===== src/tpl_map.svh =====
/*
 * Constants for the tape-to-printer off-line link controller.
 * Assumes mclk at 125 MHz; included by bare name.
 */
`ifndef TPL_MAP_SVH
`define TPL_MAP_SVH
`define TPL_WORD_W        30
`define TPL_CHAR_W        6
`define TPL_CHARS_WORD    5
`define TPL_LINE_CHARS    120
`define TPL_MIN_WORDS     24
`define TPL_SPACE_CODE    6'h05
`define TPL_LETTER_LO     6'h06
`define TPL_LETTER_HI     6'h1F
`define TPL_DIGIT_LO      6'h30
`define TPL_DIGIT_HI      6'h39
`define TPL_CLK_MHZ       125
`define TPL_WORD_US       54
`define TPL_WORD_CYC      (`TPL_WORD_US * `TPL_CLK_MHZ)
`endif


===== src/tpl_pkg.sv =====
/*
 * Types for the tape-to-printer off-line link controller.
 * Assumes tpl_map.svh is compiled alongside.
 */
package tpl_pkg;
  typedef enum logic [2:0] {
    TPL_IDLE  = 3'b000,
    TPL_REQ   = 3'b001,
    TPL_STORE = 3'b010,
    TPL_PACE  = 3'b011,
    TPL_PRINT = 3'b100,
    TPL_STOP  = 3'b101
  } tpl_state_t;
  typedef enum logic [1:0] {
    TPL_PAPER_NONE = 2'b00,
    TPL_PAPER_LINE = 2'b01,
    TPL_PAPER_TOF  = 2'b10
  } tpl_paper_t;
endpackage : tpl_pkg


===== src/tpl_sync.sv =====
/*
 * Three-flop pin synchroniser; output changes once flops two and three agree.
 * Assumes an asynchronous input and the mclk domain.
 */
`timescale 1ns/1ps
module tpl_sync (
  input  wire logic mclk,   // clock
  input  wire logic rst_n,  // async reset
  input  wire logic din,    // raw pin
  output logic      dout    // filtered level
);
  logic s1_r;
  logic s2_r;
  logic s3_r;
  always_ff @(posedge mclk or negedge rst_n) begin
    if (!rst_n) begin
      s1_r <= 1'b0;
      s2_r <= 1'b0;
      s3_r <= 1'b0;
      dout <= 1'b0;
    end else begin
      s1_r <= din;
      s2_r <= s1_r;
      s3_r <= s2_r;
      if (s2_r == s3_r) begin
        dout <= s3_r;
      end
    end
  end
endmodule : tpl_sync


===== src/tpl_ctrl.sv =====
/*
 * Printer-side controller of the off-line tape link: raises the word
 * demand, takes 30-bit words, unpacks characters into a line memory,
 * starts printing at 120 characters and steers paper on tape events.
 * Assumes the tape unit keeps its own side of the handshake and holds
 * data stable while its request is high.
 */
`timescale 1ns/1ps
`include "tpl_map.svh"
// Behaviour
// - words move by request and acknowledge only
// - our word demand is tape acknowledge
// - tape request is our acknowledge input
// - tape interrupt feeds external function; data direct
// - start only when tape side ready
// - entering off-line raises word demand
// - on acknowledge sample data, drop demand
// - repeat per word; print line, advance, restart
// - word splits into five characters, stored
// - accept one word every 54 microseconds
// - character count 120 starts print cycle
// - record under 24 words stops printing
// - five-space record stops without printing
// - end of record spaces, tape mark tops form
// - tape mark puts paper at top of form
// - characters use six-bit printer code
module tpl_ctrl (
  input  wire logic        mclk,          // clock, 125 MHz
  input  wire logic        rst_n,         // async reset, active low
  input  wire logic        offline,       // printer placed off-line
  input  wire logic        tape_ready,    // tape in printer mode, at load point
  input  wire logic        tape_req,      // tape input data request pin
  input  wire logic        tape_intr,     // tape interrupt pin
  input  wire logic        tape_mark,     // interrupt kind: 1 mark, 0 end of record
  input  wire logic [29:0] tape_data,     // parallel data pins
  input  wire logic        print_done,    // mechanism finished line
  input  wire logic [6:0]  rd_addr,       // line memory read address
  output logic             out_req,       // output data request pin
  output logic             print_start,   // pulse: print the stored line
  output logic             paper_line,    // pulse: advance one line
  output logic             paper_tof,     // pulse: top of form
  output logic             stopped,       // print operation stopped
  output logic             busy,          // transfer in progress
  output logic [5:0]       rd_char,       // line memory read data
  output logic             char_bad       // a received code is not printable
);
  localparam int WORD_CYC = `TPL_WORD_CYC;
  localparam int LINE_WORDS = `TPL_LINE_CHARS / `TPL_CHARS_WORD;

  tpl_pkg::tpl_state_t st_r;
  logic [5:0]  line_mem [0:`TPL_LINE_CHARS-1];
  logic [6:0]  char_cnt_r;
  logic [4:0]  word_cnt_r;
  logic [29:0] word_r;
  logic [2:0]  unpack_r;
  logic [12:0] pace_r;
  logic        all_space_r;
  logic        req_s;
  logic        ready_s;
  logic        intr_s;
  logic        intr_d_r;
  logic        mark_s;
  logic        intr_rise;

  // printable: letters, digits or space in six-bit printer code
  function automatic logic tpl_printable(input logic [5:0] c);
    tpl_printable = (c == `TPL_SPACE_CODE) ||
                    (c >= `TPL_LETTER_LO && c <= `TPL_LETTER_HI) ||
                    (c >= `TPL_DIGIT_LO && c <= `TPL_DIGIT_HI);
  endfunction : tpl_printable

  function automatic logic [5:0] tpl_char_of(input logic [29:0] w,
                                             input logic [2:0] i);
    // first character sits in the top six bits
    tpl_char_of = w[6'(29 - 6 * i) -: 6];
  endfunction : tpl_char_of

  tpl_sync u_req (
    .mclk  (mclk),
    .rst_n (rst_n),
    .din   (tape_req),
    .dout  (req_s)
  );
  tpl_sync u_intr (
    .mclk  (mclk),
    .rst_n (rst_n),
    .din   (tape_intr),
    .dout  (intr_s)
  );
  tpl_sync u_mark (
    .mclk  (mclk),
    .rst_n (rst_n),
    .din   (tape_mark),
    .dout  (mark_s)
  );
  // ready comes from the tape cabinet, so it is filtered like the others
  tpl_sync u_ready (
    .mclk  (mclk),
    .rst_n (rst_n),
    .din   (tape_ready),
    .dout  (ready_s)
  );

  assign intr_rise = intr_s & ~intr_d_r;

  always_ff @(posedge mclk or negedge rst_n) begin
    if (!rst_n) begin
      intr_d_r <= 1'b0;
    end else begin
      intr_d_r <= intr_s;
    end
  end

  // handshake and sequencing
  always_ff @(posedge mclk or negedge rst_n) begin
    if (!rst_n) begin
      st_r    <= tpl_pkg::TPL_IDLE;
      out_req <= 1'b0;
      word_r  <= 30'h0;
      pace_r  <= 13'h0;
      busy    <= 1'b0;
    end else begin
      unique case (st_r)
        tpl_pkg::TPL_IDLE: begin
          out_req <= 1'b0;
          busy    <= 1'b0;
          if (offline && ready_s && !stopped) begin
            out_req <= 1'b1;
            busy    <= 1'b1;
            st_r    <= tpl_pkg::TPL_REQ;
          end
        end
        tpl_pkg::TPL_REQ: begin
          if (!offline) begin
            out_req <= 1'b0;
            st_r    <= tpl_pkg::TPL_IDLE;
          end else if (req_s) begin
            // data held stable while tape request stands
            word_r  <= tape_data;
            out_req <= 1'b0;
            st_r    <= tpl_pkg::TPL_STORE;
          end
        end
        tpl_pkg::TPL_STORE: begin
          if (unpack_r == 3'(`TPL_CHARS_WORD - 1)) begin
            pace_r <= 13'(WORD_CYC - `TPL_CHARS_WORD);
            st_r   <= tpl_pkg::TPL_PACE;
          end
        end
        tpl_pkg::TPL_PACE: begin
          // wait for tape to drop its request before next demand
          if (pace_r != 13'h0) begin
            pace_r <= pace_r - 13'h1;
          end else if (!req_s) begin
            if (char_cnt_r == 7'(`TPL_LINE_CHARS)) begin
              st_r <= tpl_pkg::TPL_PRINT;
            end else begin
              out_req <= offline;
              st_r    <= offline ? tpl_pkg::TPL_REQ : tpl_pkg::TPL_IDLE;
            end
          end
        end
        tpl_pkg::TPL_PRINT: begin
          if (print_done) begin
            st_r <= tpl_pkg::TPL_IDLE;
          end
        end
        tpl_pkg::TPL_STOP: begin
          busy <= 1'b0;
          if (!offline) begin
            st_r <= tpl_pkg::TPL_IDLE;
          end
        end
        default: st_r <= tpl_pkg::TPL_IDLE;
      endcase
      // short record seen at end-of-record ends the run
      if (intr_rise && !mark_s && st_r != tpl_pkg::TPL_PRINT &&
          (word_cnt_r < 5'(`TPL_MIN_WORDS) ||
           (word_cnt_r == 5'h1 && all_space_r))) begin
        out_req <= 1'b0;
        st_r    <= tpl_pkg::TPL_STOP;
      end
      // end of file: no new demand until the printer leaves off-line,
      // otherwise a fresh demand would skip the word pace
      if (intr_rise && mark_s) begin
        out_req <= 1'b0;
        st_r    <= tpl_pkg::TPL_STOP;
      end
    end
  end

  // character unpacking into the line memory
  always_ff @(posedge mclk or negedge rst_n) begin
    if (!rst_n) begin
      unpack_r    <= 3'h0;
      char_cnt_r  <= 7'h0;
      word_cnt_r  <= 5'h0;
      all_space_r <= 1'b1;
      char_bad    <= 1'b0;
    end else begin
      if (st_r == tpl_pkg::TPL_STORE) begin
        if (char_cnt_r < 7'(`TPL_LINE_CHARS)) begin
          char_cnt_r <= char_cnt_r + 7'h1;
        end
        if (tpl_char_of(word_r, unpack_r) != `TPL_SPACE_CODE) begin
          all_space_r <= 1'b0;
        end
        if (!tpl_printable(tpl_char_of(word_r, unpack_r))) begin
          char_bad <= 1'b1;
        end
        if (unpack_r == 3'(`TPL_CHARS_WORD - 1)) begin
          unpack_r <= 3'h0;
          if (word_cnt_r != 5'(LINE_WORDS)) begin
            word_cnt_r <= word_cnt_r + 5'h1;
          end
        end else begin
          unpack_r <= unpack_r + 3'h1;
        end
      // a full line keeps its count through end of record until printed
      end else if ((intr_rise && char_cnt_r != 7'(`TPL_LINE_CHARS)) ||
                   st_r == tpl_pkg::TPL_IDLE) begin
        unpack_r    <= 3'h0;
        char_cnt_r  <= 7'h0;
        word_cnt_r  <= 5'h0;
        all_space_r <= 1'b1;
      end
    end
  end

  always_ff @(posedge mclk) begin
    if (st_r == tpl_pkg::TPL_STORE &&
        char_cnt_r < 7'(`TPL_LINE_CHARS)) begin
      line_mem[char_cnt_r] <= tpl_char_of(word_r, unpack_r);
    end
  end

  always_ff @(posedge mclk or negedge rst_n) begin
    if (!rst_n) begin
      rd_char <= 6'h00;
    end else if (rd_addr < 7'(`TPL_LINE_CHARS)) begin
      rd_char <= line_mem[rd_addr];
    end else begin
      rd_char <= 6'h00;
    end
  end

  // print and paper pulses
  always_ff @(posedge mclk or negedge rst_n) begin
    if (!rst_n) begin
      print_start <= 1'b0;
      paper_line  <= 1'b0;
      paper_tof   <= 1'b0;
      stopped     <= 1'b0;
    end else begin
      print_start <= (st_r == tpl_pkg::TPL_PACE) && (pace_r == 13'h0) &&
                     !req_s && (char_cnt_r == 7'(`TPL_LINE_CHARS));
      paper_line  <= intr_rise && !mark_s;
      paper_tof   <= intr_rise && mark_s;
      if (st_r == tpl_pkg::TPL_STOP) begin
        stopped <= 1'b1;
      end else if (!offline) begin
        stopped <= 1'b0;
      end
    end
  end
endmodule : tpl_ctrl


===== config.mk =====
export PLATFORM = sky130hd
export DESIGN_NAME = tpl_ctrl
export DESIGN_NICKNAME = d
export VERILOG_FILES = /design/src/tpl_pkg.sv /design/src/tpl_sync.sv /design/src/tpl_ctrl.sv
export VERILOG_INCLUDE_DIRS = /design/src
export SDC_FILE = /design/constraint.sdc
export NUM_CORES = 1
export LEC_CHECK = 0
export ABC_AREA = 1
export BUFFER_PORTS_ARGS = -buffer_cell sky130_fd_sc_hd__buf_4
export CAP_MARGIN = 10
export CORE_ASPECT_RATIO = 2
export CORE_MARGIN = 2
export CORE_UTILIZATION = 63
export DETAILED_ROUTE_END_ITERATION = 10
export PLACE_DENSITY_LB_ADDON = 0.12
export SETUP_SLACK_MARGIN = 0.3
export SYNTH_ARGS = -nofsm -noshare
export SYNTH_HDL_FRONTEND = slang
export SYNTH_SLANG_ARGS = --single-unit

===== constraint.sdc =====
create_clock -name mclk -period 7.5 [get_ports mclk]
set_input_delay 0.75 -clock mclk [delete_from_list [all_inputs] [get_ports mclk]]
set_output_delay 0.75 -clock mclk [all_outputs]
set_load 0.02 [all_outputs]

## Yosys cells after proc, flatten, opt, wreduce, memory -nomap -nowiden

Memories as Yosys holds them, arrays and structs flattened.
Cells that the tools add are included.

- RAM bits: 720
- Bits of input ports: 45
- Flip-flop bits (word level): 92
- Memory bits (read-only): 0
- Output and inout bits: 13
- Memories: 1
- Latch bits: 0

- Eq/ne operators: 31
- Reductions and logical operators: 36
- Divide/modulo/power cells: 0
- Shifts and indexed selects: 1
- Mux-type cells: 44
- $mul: 1
- Bitwise logic cells: 3
- Add/sub/neg operators: 5
- Order comparisons: 7

Memories:

| memory | words | width | read ports | clocked after Yosys merged registers in | write ports | RTL line | source |
|---|---|---|---|---|---|---|---|
| line_mem | 120 | 6 | 1 | 0 | 1 | tpl_ctrl.sv:51 | `` logic [5:0] line_mem [0:`TPL_LINE_CHARS-1]; `` |

Operators with widths:

| cell | count |
|---|---|
| $mux 3 | 14 |
| $shiftx 35x7->6 | 1 |
| $mux 13 | 2 |
| $pmux 13 s2 | 1 |
| $mux 7 | 3 |
| $mux 5 | 4 |
| $pmux 3 s6 | 1 |
| $mux 1 | 16 |
| $ne 4x3->1 const B | 4 |
| $logic_and 1x1->1 | 14 |
| $lt 7x7->1 const B | 2 |
| $logic_not 13->1 | 1 |
| $reduce_bool 13->1 | 1 |
| $sub 13x1->13 const B | 1 |
| $ne 4x4->1 const B | 3 |
| $eq 3x3->1 const B | 3 |
| $reduce_and 3->1 | 3 |
| $ne 2x2->1 const B | 4 |
| $add 7x1->7 const B | 1 |
| $eq 7x7->1 const B | 1 |
| $ne 7x7->1 const B | 1 |
| $reduce_and 7->1 | 1 |
| $eq 3x2->1 const B | 2 |
| $eq 6x3->1 const B | 1 |
| 29 further kinds | 43 |

## Depth between registers and ports, before layout

- Depth in word-level cells: 9
- Depth in mapped cells: 19

## Modules after synthesis

A second synthesis with hierarchy kept.

- Cell total of the unflattened synthesis: 3194
- Area total of the unflattened synthesis: 34645.7 um2

Modules (own cells, without submodules):

| module | cells an instance | sequential area each (um2) | area an instance (um2) | times used |
|---|---|---|---|---|
| tpl_ctrl | 3162 | 23497.5 | 34180.3 | 1 |
| tpl_sync | 8 | 100.1 | 116.4 | 4 |

## Least setup slack after synthesis

OpenSTA, ideal clock, no wires.

- Kind: reg-to-reg
- From: reg unpack_r[0]
- To: mem line_mem[0][4] (data pin)
- Cell stages (with the launch flop): 11
- Library setup time: 0.798 ns
- Buffers on the path: 3
- Slack: 1.908 ns
- Arrival: 4.794 ns
- Period minus slack after synthesis: 5.592 ns
- Data required time: 6.702 ns
- Cells stage by stage: dfrtp_1 -> inv_2 -> buf_6 -> ha_1 -> buf_6 -> xnor2_2 -> buf_6 -> nand2_1 -> nand3_1 -> o21ai_1 -> o21ai_1

- Cells in the longest elaborated chain, start to end: 3

RTL lines:

| item | RTL line | source |
|---|---|---|
| start, declared | tpl_ctrl.sv:55 | `logic [2:0] unpack_r;` |
| start signal, assigned | tpl_ctrl.sv:217 | `unpack_r <= unpack_r + 3'h1;` |
| $mul 2x3->5 | tpl_ctrl.sv:75 | `tpl_char_of = w[6'(29 - 6 * i) -: 6];` |
| $sub 5x6->6 | tpl_ctrl.sv:75 |  |
| $shiftx 35x7->6 | tpl_ctrl.sv:75 |  |
| end, declared | tpl_ctrl.sv:51 |  |

No other way between the ends.

## Worst setup path after layout

- From: reg unpack_r[0]
- To: mem line_mem[4][1] (data pin)

Same word-level chain as after synthesis.

==> results.md <==
- The switching power share of the total is 0.324.
- The largest individual stage delay along the critical path comes from the cell clkinv_2.
- Wires add up to 84200 µm.
- The worst setup slack after layout is 2.86 ns.
- Entering global routing, the biggest net connects 215 pins.
- Clock tree synthesis selected as its root buffer the cell clkbuf_16.
- The detail route stage leaves a number of antenna-violating nets equal to 0.
- 0 antenna diodes ended up in the layout.
- In this run the critical register-to-register path is captured at line_mem[4][1].
- The delay of the slowest cell on the worst path is 0.86 ns.
- Of the total power, combinational logic draws 0.239.
- The count of final max-slew check failures came to 0.
- The sum of negative setup slack is 0 ns.
- Counting flops with a built-in enable in the synthesized netlist gives 720.
- The per-cell routed wire length is 21.7 µm.
- The sequential area share after synthesis is 0.691.
- The largest area contributor in the netlist is edfxtp_1.
- The cell area reported after detailed placement is 35100 µm².
- The most used flip-flop cell after synthesis is edfxtp_1.
- After the first detailed-routing iteration, the DRC count stood at 2833.
- The run finished with clean final reports.
- Measured against its own limit, the worst slew margin works out to 0.153.
- The top fanout value on the critical path is 72.
- In this run the deepest clock path goes through 3 buffers.
- The top-area cell type share of the netlist area is 0.626.
- Counting I/O delays and the setup requirement, the final critical path takes 4.64 ns.
- The worst setup path is captured at a flip-flop.
- The number of resized instances in the post-cts repair step is 0.
- The fill cell total of the finished layout is 3944.
- TritonCTS built the clock tree.
- The clock arrives with 0.0201 ns of skew.
- Setup repair after global routing left no endpoint under its margin.
- The final-report hold violation count is 0.
- The flop-to-flop setup slack is 2.86 ns.
- OpenSTA, run right after detailed placement, puts the worst setup slack at 2.82 ns.
- The most common cell in the synthesized netlist is nand2_1.
- Walking the worst path, the cells encountered are buf_4 > inv_2 > ha_1 > xnor2_2 > nand2_1 > nand3_1 > nand3_1 > nand3_2 > clkinv_2 > buf_4.
- The top-level I/O count is 58.
- In this run the mean area of a mapped cell was 10.9 µm².
- The commonest cells after synthesis are 935 x nand2_1, 720 x edfxtp_1, 572 x nand3_1.
- The worst setup path is of the reg -> reg kind.
- The synthesized netlist net count is 3228.
- The share of synthesized registers carrying an async set or reset is 0.112.
- VDD sags by at most 0.598 mV.
- The global-route wire length before repair is 129000 µm.
- The HPWL after detailed placement is 50600 µm.
- In this run the critical register-to-register path is launched from unpack_r[0].
- The total core area is 54400 µm².
- The count of input and output buffers is 57.
- The final net count is 3207.
- After clock tree synthesis, the clock-pin slew on the worst setup and hold paths is 0.07 ns.
- The leakage power total is 0.0138 µW.
- The total iterations of the first detailed-routing run is 6.
- The number of clock buffers added by TritonCTS is 68.
- The data arrival at the endpoint of the critical path is 4.92 ns.
- The actual slew at the worst max-slew pin is 1.27 ns.
- For the worst flop-to-flop path, the logic depth is 10.
- The share of total power dissipated in sequential elements is 0.509.
- Dividing the detail-routed via count by the number of cells gives 6.04.
- The total via count after detailed routing is 23500.
- The end point of the critical path is line_mem[4][1].
- The congestion estimate from routability-driven global placement came to 0.904.
- The number of buffers inserted by hold repair at cts is 0.
- The design draws 14000 µW.
- The Yosys step of the flow raised 0 warnings.
- Yosys attributes the largest share of cell area to edfxtp_1 63%, nand2_1 10%, nand3_1 8.3%.
- Of the available clock period, the critical path in the final layout requires 0.619.
- Clock latency on the worst-skew pair, taken at its later pin, is 0.61 ns.
- STA classifies the critical path startpoint as a flip-flop.
- Setup violations remaining at the end of the flow were counted as 0.
- In the final layout, the share of cells above drive strength 1 is 0.0727.
- Measured along the y axis, the die boundary spans 335 µm.
- The clock drives 811 sinks.
- The power per cell area is 376 nW/µm².
- In this run the power spent charging and discharging nets is 4540 µW.
- In this run, distinct cell masters in the synthesized netlist total 42.
- The reported max-cap violation count is 0.
- The fmax is 215 MHz.
- The number of DRC violations after detailed routing is 0.
- The internal power consumption is 9490 µW.
- For this configuration, the core starts out at a cell density of 0.636.
- Relative to the synthesized area, the layout overhead comes to 7.84%.
- The launch point of the critical path is unpack_r[0].
- In the global route stage, overall resource usage came out at 0.302.
- The horizontal die dimension is 170 µm.
- Once layout is done, the placed cells without fillers occupy 37300 µm².
- The cell area after technology mapping is 34600 µm².
- The type of the tightest min-delay check is in -> async.
- The flop and latch count out of synthesis is 811.
- The final global-route overflow total is 0.
- Buffers added to address setup during post-CTS repair amount to 0.
- The total die area is 56900 µm².
- The worst hold slack is 0.0943 ns.
- The number of global-route vias before repair is 23400.
- The number of antenna violations at the first check in global routing came to 0.
- The number of standard cells after synthesis is 3172.
- Of the total power, the clock network draws 0.252.
- The H-tree was split into 3 levels.
- Row generation in the floorplan step produced 121 rows.
- The required time at the worst-slack endpoint is 7.77 ns.
## per-layer routing
metal | track usage | vias to the layer above | part of all wire
met3 | 0.0384 | 254 | 0.066
met2 | 0.543 | 1016 | 0.53
li1 | - | 10900 | -
met5 | 0 | - | 0
met4 | 0.171 | 0 | 0.059
met1 | 0.345 | 11300 | 0.34
## how the worst min path moves through the flow
stage,to
floorplan,u_intr.s2_r
global route,u_intr.s1_r
finish,u_req.s1_r
CTS,u_req.s1_r
detailed placement,u_mark.s2_r
global placement,u_intr.s2_r
## layout make-up
type | count | area [µm²] | area share
multi-input combinational | 2077 | 9210 | 0.247
inverter | 108 | 420 | 0.0113
tap | 676 | 846 | 0.0227
clock inverter | 38 | 358 | 0.00960
timing repair buffer | 85 | 687 | 0.0184
clock buffer | 87 | 1860 | 0.0498
sequential | 811 | 23900 | 0.641
## registers in the layout (all words and copies together), names as in the netlist, 3 cells and up
name	count
char_cnt_r	7
pace_r	13
word_r	30
line_mem	720
st_r	3
word_cnt_r	5
rd_char	6
unpack_r	3
## stage by stage
step / util / cells
finish: 0.686 / 3882
global route: 0.686 / 3882
CTS: 0.686 / 3882
detailed placement: 0.645 / 3757
global placement: 0.645 / 3757
floorplan: - / 3172
## kinds of logic (layout without fill, tap and decap cells)
group / Yosys count / count (layout) / synth area share
muxes: 10 / 10 / 0.00326
AOI/OAI and AO/OA: 177 / 177 / 0.0277
adders and majority gates: 15 / 15 / 0.00536
DFF: 811 / 811 / 0.691
buffers and inverters: 284 / 318 / 0.0426
xor gates and xnor gates: 6 / 6 / 0.00174
and+or+nand+nor: 1869 / 1869 / 0.228
## worst max-delay path, delay by kind of cell, from the launching register on
family,cells,cell delay [ns]
buffers and inverters,4,2.08
XOR/XNOR,1,0.69
flip-flops,1,0.49
adder cells (fa/ha/maj),1,0.52
AND/OR/NAND/NOR,4,0.47
## power by group through the flow
stage	clock (µW)	sequential, µW	combinational (µW)
2_1_floorplan	0	7330	1890
4_1_cts	3570	7140	3390
3_3_place_gp	0	7220	3230
5_1_grt	3720	7160	3680
3_5_place_dp	0	7230	3370
6_report	3540	7140	3350
## placed cells by master, fill, tap and decap left out, types with 3 or more instances in the layout
| cell type | netlist | layout |
|---|---|---|
| maj3_1 | 4 | 4 |
| o21ai_0 | 96 | 96 |
| a21oi_1 | 43 | 43 |
| o22ai_1 | 6 | 6 |
| clkinvlp_4 | 0 | 6 |
| mux2_2 | 10 | 10 |
| inv_6 | 1 | 4 |
| buf_12 | 0 | 3 |
| nand3_1 | 572 | 572 |
| buf_4 | 25 | 80 |
| dfrtp_1 | 91 | 91 |
| bufinv_16 | 0 | 5 |
| xor2_1 | 3 | 3 |
| o211ai_1 | 10 | 10 |
| edfxtp_1 | 720 | 720 |
| o21ai_1 | 11 | 10 |
| nand4_1 | 11 | 11 |
| clkbuf_16 | 0 | 72 |
| nand2_1 | 935 | 935 |
| clkinv_1 | 2 | 13 |
| ha_1 | 10 | 10 |
| inv_1 | 94 | 90 |
| nor2_2 | 4 | 4 |
| clkbuf_1 | 25 | 15 |
| clkinv_2 | 0 | 13 |
| nand3_2 | 4 | 4 |
| o221ai_1 | 6 | 6 |
| nor2_1 | 318 | 318 |
| nand2_4 | 5 | 5 |
| nand2_2 | 5 | 5 |
| nor3_1 | 9 | 9 |
| inv_2 | 11 | 10 |
No activity file was read; power rests on OpenSTA's default activity.
